`src/pkg/supply_detect_pkg.sv`:
```
// constants, register map and types for the supply voltage detect block
package supply_detect_pkg;

  // ---------------------------------------------------------------
  // register bus geometry
  // ---------------------------------------------------------------
  localparam int REG_W = 8;
  localparam int ADDR_W = 8;

  // ---------------------------------------------------------------
  // register byte addresses
  // ---------------------------------------------------------------
  localparam logic [ADDR_W-1:0] DETECT_ADDR = 8'h0C;
  localparam logic [ADDR_W-1:0] IRQ_STATUS_ADDR = 8'h10;
  localparam logic [ADDR_W-1:0] IRQ_MASK_ADDR = 8'h14;

  // ---------------------------------------------------------------
  // detection register fields
  // ---------------------------------------------------------------
  localparam int EN_BIT = 0;
  localparam int LOW_BIT = 1;
  localparam int HIGH_BIT = 2;
  localparam int RSVD_LSB = 3;
  localparam int RSVD_MSB = 7;
  localparam logic [REG_W-1:0] REG_RESET = 8'h00;

  // ---------------------------------------------------------------
  // interrupt status and mask fields (same layout)
  // ---------------------------------------------------------------
  localparam int IRQ_SETTLED_BIT = 0;
  localparam int IRQ_SUPPLY_BIT = 5;
  localparam logic [REG_W-1:0] IRQ_IMPL = 8'h21;

  // ---------------------------------------------------------------
  // timing
  // ---------------------------------------------------------------
  localparam int CLK_PERIOD_NS = 10;
  localparam int SETTLE_NS = 20000;
  localparam int SETTLE_CYC_INT = (SETTLE_NS + CLK_PERIOD_NS - 1)
                                  / CLK_PERIOD_NS;
  localparam int CNT_W = 12;
  localparam logic [CNT_W-1:0] SETTLE_LAST = CNT_W'(SETTLE_CYC_INT - 1);
  localparam logic [CNT_W-1:0] CNT_ZERO = 12'h000;
  localparam logic [CNT_W-1:0] CNT_ONE = 12'h001;

  // ---------------------------------------------------------------
  // detector state
  // ---------------------------------------------------------------
  typedef enum logic [1:0] {
    DET_OFF,
    DET_SETTLING,
    DET_ACTIVE
  } det_state_t;

endpackage

```
`src/design/supply_detect.sv`:
```
// supply voltage detect register, settle timer and interrupt latch
`timescale 1ns/10ps

// Summary of operation
// - bit 0 enables supply monitoring; it is 0 after reset.
// - flags stay 0 until 20 us after detection is enabled.
// - bit 2 reads 1 only while supply is above the high threshold.
// - bit 1 reads 1 only while supply is below the low threshold.
// - with detection on, a low-voltage flag sets interrupt request bit 5.
// - request bit 5 stays set until software clears it or reset.
// - request bit 5 interrupts only when its mask bit is set.
// - detection is inoperative in stop state; software clears enable first.
module supply_detect
  import supply_detect_pkg::*;
(
  input wire logic mclk,
  input wire logic sys_rst,
  input wire logic [ADDR_W-1:0] addr,
  input wire logic [REG_W-1:0] wdata,
  input wire logic wr_en,
  input wire logic rd_en,
  output logic [REG_W-1:0] rdata,
  input wire logic cmp_low_raw,
  input wire logic cmp_high_raw,
  input wire logic stop_mode,
  output logic detect_on,
  output logic supply_irq
);

  // ---------------------------------------------------------------
  // helpers
  // ---------------------------------------------------------------
  function automatic logic addr_hit(
    input logic [ADDR_W-1:0] a,
    input logic [ADDR_W-1:0] target
  );
    addr_hit = (a == target);
  endfunction

  // set beats clear so an event landing on a clear is kept
  function automatic logic [REG_W-1:0] sticky_next(
    input logic [REG_W-1:0] cur,
    input logic [REG_W-1:0] set,
    input logic [REG_W-1:0] clr
  );
    sticky_next = (cur & ~clr) | set;
  endfunction

  // ---------------------------------------------------------------
  // comparator inputs
  // ---------------------------------------------------------------
  logic [1:0] cmp_s;
  logic low_s;
  logic high_s;

  comparator_sync u_sync (
    .mclk(mclk),
    .sys_rst(sys_rst),
    .cmp_raw({cmp_high_raw, cmp_low_raw}),
    .cmp_sync(cmp_s)
  );

  assign low_s = cmp_s[0];
  assign high_s = cmp_s[1];

  // ---------------------------------------------------------------
  // address decode
  // ---------------------------------------------------------------
  logic sel_det;
  logic sel_stat;
  logic sel_mask;
  logic wr_det;
  logic wr_stat;
  logic wr_mask;

  assign sel_det = addr_hit(addr, DETECT_ADDR);
  assign sel_stat = addr_hit(addr, IRQ_STATUS_ADDR);
  assign sel_mask = addr_hit(addr, IRQ_MASK_ADDR);
  assign wr_det = wr_en & sel_det;
  assign wr_stat = wr_en & sel_stat;
  assign wr_mask = wr_en & sel_mask;

  // ---------------------------------------------------------------
  // detect enable bit
  // ---------------------------------------------------------------
  logic det_en_q;
  logic det_en_d;

  // reserved bits of the write are dropped
  assign det_en_d = wr_det ? wdata[EN_BIT] : det_en_q;

  always_ff @(posedge mclk or posedge sys_rst) begin
    if (sys_rst) begin
      det_en_q <= 1'b0;
    end else begin
      det_en_q <= det_en_d;
    end
  end

  // ---------------------------------------------------------------
  // settle timer and detector state
  // ---------------------------------------------------------------
  det_state_t state_q;
  det_state_t state_d;
  logic [CNT_W-1:0] cnt_q;
  logic [CNT_W-1:0] cnt_d;
  logic run_ok;
  logic settle_end;
  logic flags_valid;

  // stop state kills detection whatever the enable bit says
  assign run_ok = det_en_q & ~stop_mode;
  assign settle_end = (state_q == DET_SETTLING) && (cnt_q == SETTLE_LAST);
  assign flags_valid = (state_q == DET_ACTIVE) & run_ok;

  always_comb begin
    state_d = state_q;
    cnt_d = cnt_q;
    case (state_q)
      DET_OFF: begin
        cnt_d = CNT_ZERO;
        if (run_ok) begin
          state_d = DET_SETTLING;
        end
      end
      DET_SETTLING: begin
        cnt_d = cnt_q + CNT_ONE;
        if (settle_end) begin
          state_d = DET_ACTIVE;
        end
      end
      DET_ACTIVE: begin
        cnt_d = CNT_ZERO;
      end
      default: begin
        state_d = DET_OFF;
        cnt_d = CNT_ZERO;
      end
    endcase
    // dropping the enable or entering stop restarts the settle time
    if (!run_ok) begin
      state_d = DET_OFF;
      cnt_d = CNT_ZERO;
    end
  end

  always_ff @(posedge mclk or posedge sys_rst) begin
    if (sys_rst) begin
      state_q <= DET_OFF;
      cnt_q <= CNT_ZERO;
    end else begin
      state_q <= state_d;
      cnt_q <= cnt_d;
    end
  end

  // the analog comparators are powered whenever the detector is not off: while settling and while active
  assign detect_on = (state_q != DET_OFF);

  // ---------------------------------------------------------------
  // voltage flags
  // ---------------------------------------------------------------
  logic low_flag;
  logic high_flag;

  assign high_flag = flags_valid & high_s;
  assign low_flag = flags_valid & low_s;

  // ---------------------------------------------------------------
  // interrupt status and mask
  // ---------------------------------------------------------------
  logic [REG_W-1:0] irq_status_q;
  logic [REG_W-1:0] irq_status_d;
  logic [REG_W-1:0] irq_mask_q;
  logic [REG_W-1:0] irq_mask_d;
  logic [REG_W-1:0] irq_set;
  logic [REG_W-1:0] irq_clr;

  // a supply that recovers leaves the request standing
  assign irq_set = (REG_W'(low_flag) << IRQ_SUPPLY_BIT)
                 | (REG_W'(settle_end) << IRQ_SETTLED_BIT);
  assign irq_clr = wr_stat ? (wdata & IRQ_IMPL) : REG_RESET;
  assign irq_status_d = sticky_next(irq_status_q, irq_set, irq_clr);
  assign irq_mask_d = wr_mask ? (wdata & IRQ_IMPL) : irq_mask_q;

  always_ff @(posedge mclk or posedge sys_rst) begin
    if (sys_rst) begin
      irq_status_q <= REG_RESET;
      irq_mask_q <= REG_RESET;
    end else begin
      irq_status_q <= irq_status_d;
      irq_mask_q <= irq_mask_d;
    end
  end

  // a masked request is only a flag for polling
  assign supply_irq = |(irq_status_q & irq_mask_q);

  // ---------------------------------------------------------------
  // read path
  // ---------------------------------------------------------------
  logic [REG_W-1:0] det_rd;
  logic [REG_W-1:0] rd_val;
  logic [REG_W-1:0] rdata_q;
  logic [REG_W-1:0] rdata_d;

  // bits above the flags stay zero
  assign det_rd = (REG_W'(det_en_q) << EN_BIT)
                | (REG_W'(low_flag) << LOW_BIT)
                | (REG_W'(high_flag) << HIGH_BIT);
  assign rd_val = sel_det ? det_rd :
                  sel_stat ? irq_status_q :
                  sel_mask ? irq_mask_q : REG_RESET;
  // data stands only in the cycle after the strobe; unmapped reads 0
  assign rdata_d = rd_en ? rd_val : REG_RESET;

  always_ff @(posedge mclk or posedge sys_rst) begin
    if (sys_rst) begin
      rdata_q <= REG_RESET;
    end else begin
      rdata_q <= rdata_d;
    end
  end

  assign rdata = rdata_q;
endmodule

```
`src/design/comparator_sync.sv`:
```
// two-flop synchroniser for the analog supply comparator outputs
`timescale 1ns/10ps
module comparator_sync
  import supply_detect_pkg::*;
(
  input wire logic mclk,
  input wire logic sys_rst,
  input wire logic [1:0] cmp_raw,
  output logic [1:0] cmp_sync
);

  // ---------------------------------------------------------------
  // synchroniser stages
  // ---------------------------------------------------------------
  // the first stage feeds only the second; comparators switch with
  // no relation to mclk and may go metastable here
  logic [1:0] meta_q;
  logic [1:0] stable_q;

  always_ff @(posedge mclk or posedge sys_rst) begin
    if (sys_rst) begin
      meta_q <= 2'h0;
      stable_q <= 2'h0;
    end else begin
      meta_q <= cmp_raw;
      stable_q <= meta_q;
    end
  end

  assign cmp_sync = stable_q;

endmodule

```
`config.mk`:
```
export PLATFORM = sky130hd
export DESIGN_NAME = supply_detect
export DESIGN_NICKNAME = d
export VERILOG_FILES = /design/src/pkg/supply_detect_pkg.sv /design/src/design/supply_detect.sv /design/src/design/comparator_sync.sv
export SDC_FILE = /design/constraint.sdc
export NUM_CORES = 1
export LEC_CHECK = 0
export BUFFER_PORTS_ARGS = -buffer_cell sky130_fd_sc_hd__buf_4
export CORE_UTILIZATION = 25
export CTS_CLUSTER_SIZE = 12
export DETAILED_ROUTE_END_ITERATION = 16
export GPL_ROUTABILITY_DRIVEN = 1
export PLACE_DENSITY_LB_ADDON = 0.05
export SLEW_MARGIN = 20
export SYNTH_ARGS = -nofsm -noshare
export SYNTH_HDL_FRONTEND = slang
export SYNTH_HIERARCHICAL = 1
export SYNTH_SLANG_ARGS = --single-unit
```
`constraint.sdc`:
```
create_clock -name mclk -period 4.58 [get_ports mclk]
set_input_delay 0.687 -clock mclk [delete_from_list [all_inputs] [get_ports mclk]]
set_output_delay 0.687 -clock mclk [all_outputs]
set_load 0.02 [all_outputs]
```
### Word-level counts from Yosys, hierarchy flattened

Cells that the tools add are included.

* flip-flop bits (word level): 37
* input port bits: 23

* add/subtract/negate cells: 1
* equality and inequality tests: 8
* muxes and demuxes: 10
* bitwise operators: 15
* reductions and logical operators: 5

Operators by type and width (count)
* $mux W12: 2
* $mux W8: 3
* $eq A8 B5 Y1 const B: 2
* $add A12 B1 Y12 const B: 1
* $eq A12 B11 Y1 const B: 1
* $mux W6: 2
* $and A8 B6 Y8: 1
* $and A8 B8 Y8: 1
* $eq A8 B4 Y1 const B: 1
* $not A6 Y8: 1
* $or A8 B6 Y8: 1
* $reduce_or A8 Y1: 1
* $and A1 B1 Y1: 7
* $or A6 B1 Y6: 1
* $pmux W2 S3: 1
* $mux W2: 2
* $ne A3 B3 Y1 const B: 1
* $or A2 B3 Y3: 1
* $eq A2 B1 Y1 const B: 1
* $eq A2 B2 Y1 const B: 1
* $logic_not A2 Y1: 1
* $ne A2 B2 Y1 const B: 1
* $or A1 B2 Y2: 1
* $reduce_and A2 Y1: 1
* other kinds (3): 3

### Logic depth before layout (Yosys ltp)

Gate-level depths: netlist (run 1).

* word-level depth: 8
* depth in mapped cells: 4
* mapped depth without buffers: 4

### Cells and area by module

The synthesis (run 1) kept the hierarchy.

Modules (own cells, without submodules)
* supply_detect: times used 1, cells each 111, area an instance 1178.6 µm², seq. area each 575.6 µm²
* comparator_sync: times used 1, cells each 5, area an instance 103.8 µm², seq. area each 100.1 µm²

### Least setup slack after synthesis (run 1)

No wires, ideal clock.

* path kind: in2reg
* from: in addr[0]
* to: reg irq_mask_q[0]
* library setup time: 0.125 ns
* arrival time: 1.796 ns
* data required time: 4.455 ns
* setup slack: 2.659 ns
* stages: 3
* cells stage by stage: or4_4 > nor3_2 > mux2_2

* longest elaborated chain between the ends: 2

Ends and longest elaborated chain
* start, declared: RTL line supply_detect.sv:18 `input wire logic [ADDR_W-1:0] addr,`
* $eq A8 B5 Y1: RTL line supply_detect.sv:37 `addr_hit = (a == target);`
* $and A1 B1 Y1: RTL line supply_detect.sv:81 `assign wr_mask = wr_en & sel_mask;`
* end signal, assigned: RTL line supply_detect.sv:192 `irq_mask_q <= irq_mask_d;`
* end, declared: RTL line supply_detect.sv:174 `logic [REG_W-1:0] irq_mask_q;`

No other way between the ends.
A chain may end at the register's enable or synchronous reset.

### Final worst setup path (run 1)

* from: reg state_q[1]
* to: out detect_on

* longest elaborated chain between the ends: 1

Ends and longest elaborated chain
* start, declared: RTL line supply_detect.sv:103 `det_state_t state_q;`
* start signal, assigned: RTL line supply_detect.sv:152 `state_q <= state_d;`
* $reduce_bool A2 Y1: RTL line supply_detect.sv:158 `assign detect_on = (state_q != DET_OFF);`
* end, declared: RTL line supply_detect.sv:26 `output logic detect_on,`

No other way between the ends.

==> results of run 1 <==
[registers in the layout (all words and copies together), names as in the netlist]
| signal | cells |
|---|---|
| cnt_q | 12 |
| det_en_q | 1 |
| irq_mask_q | 2 |
| irq_status_q | 2 |
| rdata | 4 |
| state_q | 2 |
| u_sync/cmp_sync | 2 |
| u_sync/meta_q | 2 |
[routing by layer]
layer	vias up	wire length, um	global-route usage
met5	-	0	0
met4	0	49	0.05128
met3	5	84	0.02058
met2	18	1206	0.1753
met1	478	1334	0.1468
li1	471	-	-
[cells by family after synthesis]
kind of cell | after synthesis | synth area share
buf+inv | 11 | 0.04487
simple gates | 47 | 0.2488
flops | 27 | 0.5268
other cells | 1 | 0.002924
mux | 5 | 0.04195
compound gates | 21 | 0.1044
fa+ha+maj | 1 | 0.009755
xor+xnor | 3 | 0.02049
[per-stage QoR]
step / area [um^2] / utilization
after detailed placement: 1508 / 0.3130
after CTS: 1554 / 0.3226
after global routing: 1554 / 0.3226
after global placement: 1508 / 0.3130
final: 1554 / 0.3226
after floorplan: 1294 / -
[area by class of cell]
| class | instances | area (um^2) |
|---|---|---|
| Clock buffer | 3 | 41.29 |
| Clock inverter | 1 | 5.005 |
| Fill cell | 525 | 3263 |
| Inverter | 6 | 22.52 |
| Multi-Input combinational cell | 81 | 560.5 |
| Sequential cell | 27 | 675.6 |
| Tap cell | 67 | 83.83 |
| Timing Repair Buffer | 22 | 165.2 |
[worst max path at each step]
stage	depth (start not counted)	from	to
after global routing	2	state_q[1]$_DFFE_PP0P_	detect_on
after floorplan	3	addr[0]	irq_mask_q[0]$_DFFE_PP0P_
after global placement	4	addr[0]	irq_mask_q[0]$_DFFE_PP0P_
after CTS	2	state_q[1]$_DFFE_PP0P_	detect_on
after detailed placement	4	addr[0]	irq_mask_q[5]$_DFFE_PP0P_
final	2	state_q[1]$_DFFE_PP0P_	detect_on
[critical path, delay by kind of cell, from the launching register on]
| kind | cells | cell delay, ns |
|---|---|---|
| AND/OR/NAND/NOR | 1 | 0.31 |
| buffers and inverters | 1 | 0.16 |
| flip-flops | 1 | 0.44 |
[power groups by stage]
stage          logic (mW)  registers [mW]  clock network [mW]
2_1_floorplan      0.0179           0.248                   0
3_3_place_gp       0.0327           0.249                   0
3_5_place_dp       0.0331           0.249                   0
4_1_cts            0.0333           0.244               0.144
5_1_grt            0.0364           0.245               0.155
6_report           0.0325           0.244               0.140
[cell usage in the layout (no fill, tap or decap), types with 2 or more instances in the layout]
cell type,instances
nand3_1,4
a21oi_1,7
nand3b_1,2
o21ai_0,3
inv_1,6
nand2_1,5
xnor2_1,2
nor2_1,5
or3_1,3
clkbuf_8,3
nor4b_1,3
buf_4,22
mux2i_1,2
or4_1,4
dfrtp_1,27
mux2_2,3
o31ai_1,7
and4_1,2
conb_1,4
nand4_1,5
==> flow_summary.toml, run 1 <==
[worst_setup_path]
reg2reg_depth = 4
critPathKind = "register to output pin"
slowest_stage = "dfrtp_1"
arrival_ns = 1.19
cpPeakStageDelay_ns = 0.44
r2r-start = "cnt_q[0]$_DFF_PP0_"
required_ns = 3.89
r2r_end = "cnt_q[10]$_DFF_PP0_"
cp-start-kind = "register"
r2r_slack_ns = 2.95
path_cells = "or2_2, buf_4"
crit_path_end_kind = "output pin"
crit_fanout = 6

[power]
vdd_drop_max_v = 0.00008804
pwr-share-seq = 0.586
power_density_nw_per_um2 = 268.0
power_switching_share = 0.2364
p_comb_frac = 0.078
finalPower_mw = 0.4165
p_leak_nw = 0.6534
p_sw_mw = 0.09845
power.internal_mw = 0.3180
pwr-share-clk = 0.335

[global_routing]
grt_usage = 0.1110
grt_pass1_vias = 978
grt_pass1_wl_mm = 4.450
grt_remaining_overflow = 0
grt_max_degree = 24
antenna_found_initial = 0

[sta]
min_period_ns = 1.877
fin_crit_sh = 0.4099
setup_tns_ns = 0
fin_ws_ns = 2.703
fmax_ghz = 0.5327
skew_ns = 0.002473
slew_headroom = 0.4031
whs_ns = 0.2823
finalHoldViolCount = 0
tightest_slew_ns = 0.8944
finalSetupViolations = 0
rsz0062_at_grt = "false"
slew_violations = 0

[logic_synthesis]
syn_area_um2 = 1282
synth_top_flop_cell = "dfrtp_1"
yosys-top-cells-count = "dfrtp_1, a21oi_1, o31ai_1"
yosysWarnings = 6
synth_top_area_frac = 0.5268
synth_edf_count = 0
synth.most_common_cell = "dfrtp_1"
syn_area_per_cell_um2 = 11.06
synth_seq_area_share = 0.5268
ys_types = 40
syn_inst = 116
synth_area_leaders = "dfrtp_1, o31ai_1, a21oi_1"
synth.ff_latch_count = 27
synthArstFlopShare = 1.000
yosys.area.top_type = "dfrtp_1"

[final_layout]
diodes = 0
fin_cells = 207
fin_nets = 165
area_growth_pct = 21.17
drive_gt1_frac = 0.2571

[routing]
drc = 0
drt_iter0_drc = 20
wl_mm = 2.674
vias_per_cell = 4.696
drtPass1Iterations = 4
routed-via-count = 972
ant_nets = 0
routedWlPerCell_um = 12.92

[outcome]
run_status = "completed"

[placement]
gp_congestion = 0.7417
port_buffers = 22
hpwl_mm = 2.008
dp_cells = 203
pre_cts_ws_ns = 2.463

[clock_tree]
cts_resized = 0
hold_buffers = 0
clockRootBuffer = "clkbuf_8"
cts_buffers = 3
cts_setup_buffers = 0
clk_latency_ns = 0.28
cts_max_level = 1
clkSinkCount = 27
path_clk_slew_ns = 0.10
clockBufferDepth = 2
cts_tree = "built"

[die]
core-area_um2 = 4817
die_x_um = 73.63
dieArea_um2 = 5421
die_h_um = 73.63
pin_count = 33
floorplan.rows = 25
start_util = 0.2662

[job]
maxCapViolations = 0

[min_path]
hold_path_class = "input port to asynchronous set/reset pin"
Power figures use the tool's default switching activity.
==> run 2: changes to the inputs <==
==> constraint.sdc (replaced) <==
create_clock -name mclk -period 1.93 [get_ports mclk]
set_input_delay 0.2895 -clock mclk [delete_from_list [all_inputs] [get_ports mclk]]
set_output_delay 0.2895 -clock mclk [all_outputs]
set_load 0.02 [all_outputs]
==> run 2 against run 1 <==
  * Core utilization increased by 0.34 points
  * Critical endpoint is now irq_status_q[0]$_DFF_PP0_
  * Via count increased by 0.93%
  * Critical path type is now register to register
  * Power increased by 140%
  * Sequential power increased by 140%
  * Critical path depth increased by 1
==> flow_summary.toml, run 2 (synthesized netlist as in run 1, its figures left out) <==
[outcome]
run_status = "completed"

[final_layout]
fillCellCount = 514
layout_common_cells = "dfrtp_1, buf_4, a21oi_1, o31ai_1, inv_1"
fin_nets = 167
area_growth_pct = 22.44
largest_reg_flops = 12
regMostFlops = "cnt_q"
diodes = 0
final_core_utilization = 0.3260
final_common_cell = "dfrtp_1"
drive_gt1_frac = 0.2535

[min_path]
holdPathStages = 1
hold_start = "cmp_low_raw"
hold_path_class = "input port to register"

[sta]
skew_ns = 0.005694
finalSetupViolations = 0
slew_headroom = 0.6633
finalHoldViolCount = 0
slew_violations = 0
fin_crit_sh = 0.8384
fmax_ghz = 0.6180
rsz0062_at_grt = "false"
tightest_slew_ns = 0.4982
whs_ns = 0.1217
min_period_ns = 1.618
fin_ws_ns = 0.3119
setup_tns_ns = 0

[clock_tree]
cts_buffers = 3
path_clk_slew_ns = 0.10
clockRootBuffer = "clkbuf_8"
hold_buffers = 1
cts_setup_buffers = 0
clockBufferDepth = 2
cts_tree = "built"
clk_latency_ns = 0.27
clkSinkCount = 27
cts_resized = 0
cts_max_level = 1

[die]
die_h_um = 73.63
core-area_um2 = 4817
floorplan.rows = 25
start_util = 0.2662
dieArea_um2 = 5421
pin_count = 33
die_x_um = 73.63

[routing]
vias_per_cell = 4.694
drc = 0
drtPass1Iterations = 4
ant_nets = 0
routed-via-count = 981
wl_mm = 2.787
drt_iter0_drc = 57
routedWlPerCell_um = 13.33

[global_routing]
antenna_found_initial = 0
grt_max_degree = 24
grt_pass1_wl_mm = 4.788
grt_remaining_overflow = 0
grt_usage = 0.1188
grt_pass1_vias = 1036

[worst_setup_path]
critPathKind = "register to register"
reg2reg_depth = 3
r2r-start = "cnt_q[5]$_DFF_PP0_"
r2r_slack_ns = 0.31
crit_path_end_kind = "register"
crit_path_start = "cnt_q[5]$_DFF_PP0_"
arrival_ns = 1.80
cp-start-kind = "register"
crit_fanout = 6
required_ns = 2.11

[placement]
port_buffers = 22
hpwl_mm = 2.070
pre_cts_ws_ns = 0.2249
gp_congestion = 0.7420

[job]
maxCapViolations = 0

[power]
finalPower_mw = 0.9857
p_leak_nw = 0.6596
vdd_drop_max_v = 0.0002382
power_density_nw_per_um2 = 627.7
==> run 2: changes by cell type in the layout (fill, tap and decap cells not counted), sizes merged <==
cell | before | now
clkbuf | 3 | 4
clkinv | 1 | 0
buf | 22 | 23
dlygate4sd3 | 0 | 1
==> run 2: layout make-up <==
type / instances / area [um^2] / area share
flip-flops and latches: 27 / 675.6 / 0.4303
multi-input cells: 81 / 560.5 / 0.3570
repair buffers: 24 / 182.7 / 0.1163
well taps: 67 / 83.83 / 0.05339
clock buffers: 4 / 45.04 / 0.02869
inverters: 6 / 22.52 / 0.01434
==> run 2: report_power, final <==
group          internal, mW  leakage, nW  total, mW  switching (mW)
Sequential            0.574        0.363      0.579         0.00552
Clock                 0.148       0.0228      0.325           0.177
Combinational        0.0384        0.274     0.0812          0.0428
Total                 0.760        0.660      0.986           0.225
==> run 2: worst max-delay path, cell delays in order, from the launching register on <==
cell	delay, ns
dfrtp_1	0.44
or4b_1	0.53
or3_4	0.36
o31ai_1	0.20
==> run 2: routing by layer <==
metal / vias to the layer above / part of all wire / track usage
li1: 475 / - / -
met1: 489 / 0.50 / 0.1560
met4: 0 / 0.0086 / 0.03846
met5: - / 0 / 0
met2: 15 / 0.46 / 0.1947
met3: 2 / 0.029 / 0.02469
==> run 2: worst paths after layout <==
path	end
max	irq_status_q[0]$_DFF_PP0_
min	u_sync/meta_q[0]$_DFF_PP0_
max reg2reg	irq_status_q[0]$_DFF_PP0_
min reg2reg	u_sync/cmp_sync[1]$_DFF_PP0_
max in group asynchronous	rdata[5]$_DFF_PP0_
min in group asynchronous	u_sync/meta_q[0]$_DFF_PP0_
==> run 2: per-stage QoR <==
step	std cells	cell area, um^2
detailed placement	204	1515
finish	209	1570
global route	209	1570
global placement	204	1515
CTS	209	1570
floorplan	119	1294
==> run 3: changes to the inputs <==
==> constraint.sdc (replaced) <==
create_clock -name mclk -period 1.3 [get_ports mclk]
set_input_delay 0.195 -clock mclk [delete_from_list [all_inputs] [get_ports mclk]]
set_output_delay 0.195 -clock mclk [all_outputs]
set_load 0.02 [all_outputs]
==> run 3 against run 2 <==
  * The flow now finishes with violations (negative setup slack)
  * Via count is 12% higher
  * Clock power rose by 46%
  * Final area grew 20%
  * First-iteration DRC count is 14% lower
  * Clock-buffer cell count shrank 1
  * Clock skew up 0.0022 ns
  * Sequential power rose by 49%
  * Core utilization is 6.7 points higher
  * Critical endpoint is now state_q[0]$_DFFE_PP0P_
  * Largest cell class unchanged
  * Highest routed layer unchanged
==> flow_summary.toml, run 3 (synthesized netlist as in run 1, its figures left out) <==
[outcome]
run_status = "finished with violations"
violations = "negative setup slack"

[clock_tree]
path_clk_slew_ns = 0.09
cts_tree = "built"
clockBufferDepth = 2
clk_latency_ns = 0.27
clockRootBuffer = "clkbuf_8"
cts_buffers = 3
cts_max_level = 1
clkSinkCount = 27

[worst_setup_path]
r2r_end = "state_q[0]$_DFFE_PP0P_"
reg2reg_depth = 3
path_cells = "or4b_1, or3_4, o21a_1"
cpPeakStageDelay_ns = 0.51
r2r-start = "cnt_q[5]$_DFF_PP0_"
cp-start-kind = "register"
crit_fanout = 3
required_ns = 1.46
arrival_ns = 1.72
critPathKind = "register to register"
r2r_slack_ns = -0.25
crit_path_end_kind = "register"
slowest_stage = "or4b_1"

[routing]
routedWlPerCell_um = 13.23
drc = 0
ant_nets = 0
vias_per_cell = 4.624
drtPass1Iterations = 4
drt_iter0_drc = 49
wl_mm = 3.135
routed-via-count = 1096

[min_path]
holdPathStages = 2
hold_start = "wdata[5]"
hold_path_class = "input port to register"
min_to = "irq_mask_q[5]$_DFFE_PP0P_"

[die]
pin_count = 33
floorplan.rows = 25
die_h_um = 73.63
dieArea_um2 = 5421
core-area_um2 = 4817
die_x_um = 73.63
start_util = 0.2662

[sta]
fin_crit_sh = 1.195
finalHoldViolCount = 0
fin_ws_ns = -0.2539
rsz0062_at_grt = "true"
skew_ns = 0.007878
min_period_ns = 1.554
slew_violations = 0
finalSetupViolations = 11
fmax_ghz = 0.6435

[final_layout]
final_core_utilization = 0.3927
fin_cells = 237
drive_gt1_frac = 0.4471
regMostFlops = "cnt_q"
largest_reg_flops = 12
area_growth_pct = 47.51
final-seq-area_um2 = 675.6
final_common_cell = "buf_4"
fillCellCount = 494
diodes = 0
layout_common_cells = "buf_4, dfrtp_1, inv_1, o31ai_1"
fin_nets = 195
multiInputGateArea_um2 = 659.4

[placement]
port_buffers = 22
gp_congestion = 0.7193
hpwl_mm = 2.200
pre_cts_ws_ns = -0.2637
dp_cells = 224

[power]
power_density_nw_per_um2 = 784.2
vdd_drop_max_v = 0.0004391
p_leak_nw = 0.8112
finalPower_mw = 1.483

[global_routing]
grt_pass1_vias = 1071
use_met3 = 0.03155
gr-usage-met2 = 0.1988
antenna_found_initial = 0
met1_usage = 0.1874
busiest_layer = "met2"
grt_max_degree = 24
grt_remaining_overflow = 0
grt_pass1_wl_mm = 5.354
grt_usage = 0.1311

[job]
maxCapViolations = 0
## run 3: timing repair
item / in CTS / in global routing
endpoints found under the setup margin: 11 / 15
resized for setup: 7 / 14
hold buffers: 1 / 2
setup buffers: 3 / 3
gates cloned: 1 / 0
endpoints found under the hold margin: 27 / 2
pin swaps: 8 / 7
## run 3: worst max-delay path by stage
stage                  startpoint                        end  depth (start not counted)
2_1_floorplan  cnt_q[5]$_DFF_PP0_     state_q[0]$_DFFE_PP0P_                          3
3_3_place_gp   cnt_q[5]$_DFF_PP0_     state_q[0]$_DFFE_PP0P_                          3
3_5_place_dp   cnt_q[5]$_DFF_PP0_  irq_status_q[0]$_DFF_PP0_                          3
4_1_cts        cnt_q[5]$_DFF_PP0_     state_q[0]$_DFFE_PP0P_                          3
5_1_grt        cnt_q[5]$_DFF_PP0_  irq_status_q[0]$_DFF_PP0_                          3
6_report       cnt_q[5]$_DFF_PP0_     state_q[0]$_DFFE_PP0P_                          3
## run 3: routing by layer
| metal | vias up | wire (um) |
|---|---|---|
| met2 | 23 | 1420 |
| met1 | 539 | 1570 |
| met5 | - | 0 |
| li1 | 532 | - |
| met3 | 2 | 118 |
| met4 | 0 | 25 |
## run 3: critical path, delay by kind of cell (launching register included)
kind / cells / cell delay (ns)
AOI/OAI and AO/OA: 1 / 0.19
DFF: 1 / 0.38
and+or+nand+nor: 2 / 0.87
## run 3: layout make-up
cell class              instances  share of cell area
well taps                      67             0.04431
repair buffers                 51              0.2123
clock inverters                 1            0.003968
clock buffers                   3             0.02183
inverters                       6             0.01190
flip-flops and latches         27              0.3571
multi-input cells              82              0.3485
## run 3: metrics by stage
stage | hold WS [ns] | TNS [ns] | instance area (um^2)
CTS | 0.004461 | -1.284 | 1807
floorplan | -0.03892 | -0.6961 | 1323
detailed placement | 0.09998 | -1.731 | 1688
global route | 0.1616 | -2.289 | 1892
finish | 0.1716 | -1.187 | 1892
global placement | 0.09106 | -1.512 | 1688
## run 3: report_power, final
part	internal, mW	switching (mW)
clock	0.217	0.256
sequential	0.852	0.00884
combinational	0.0775	0.0723
total	1.15	0.337
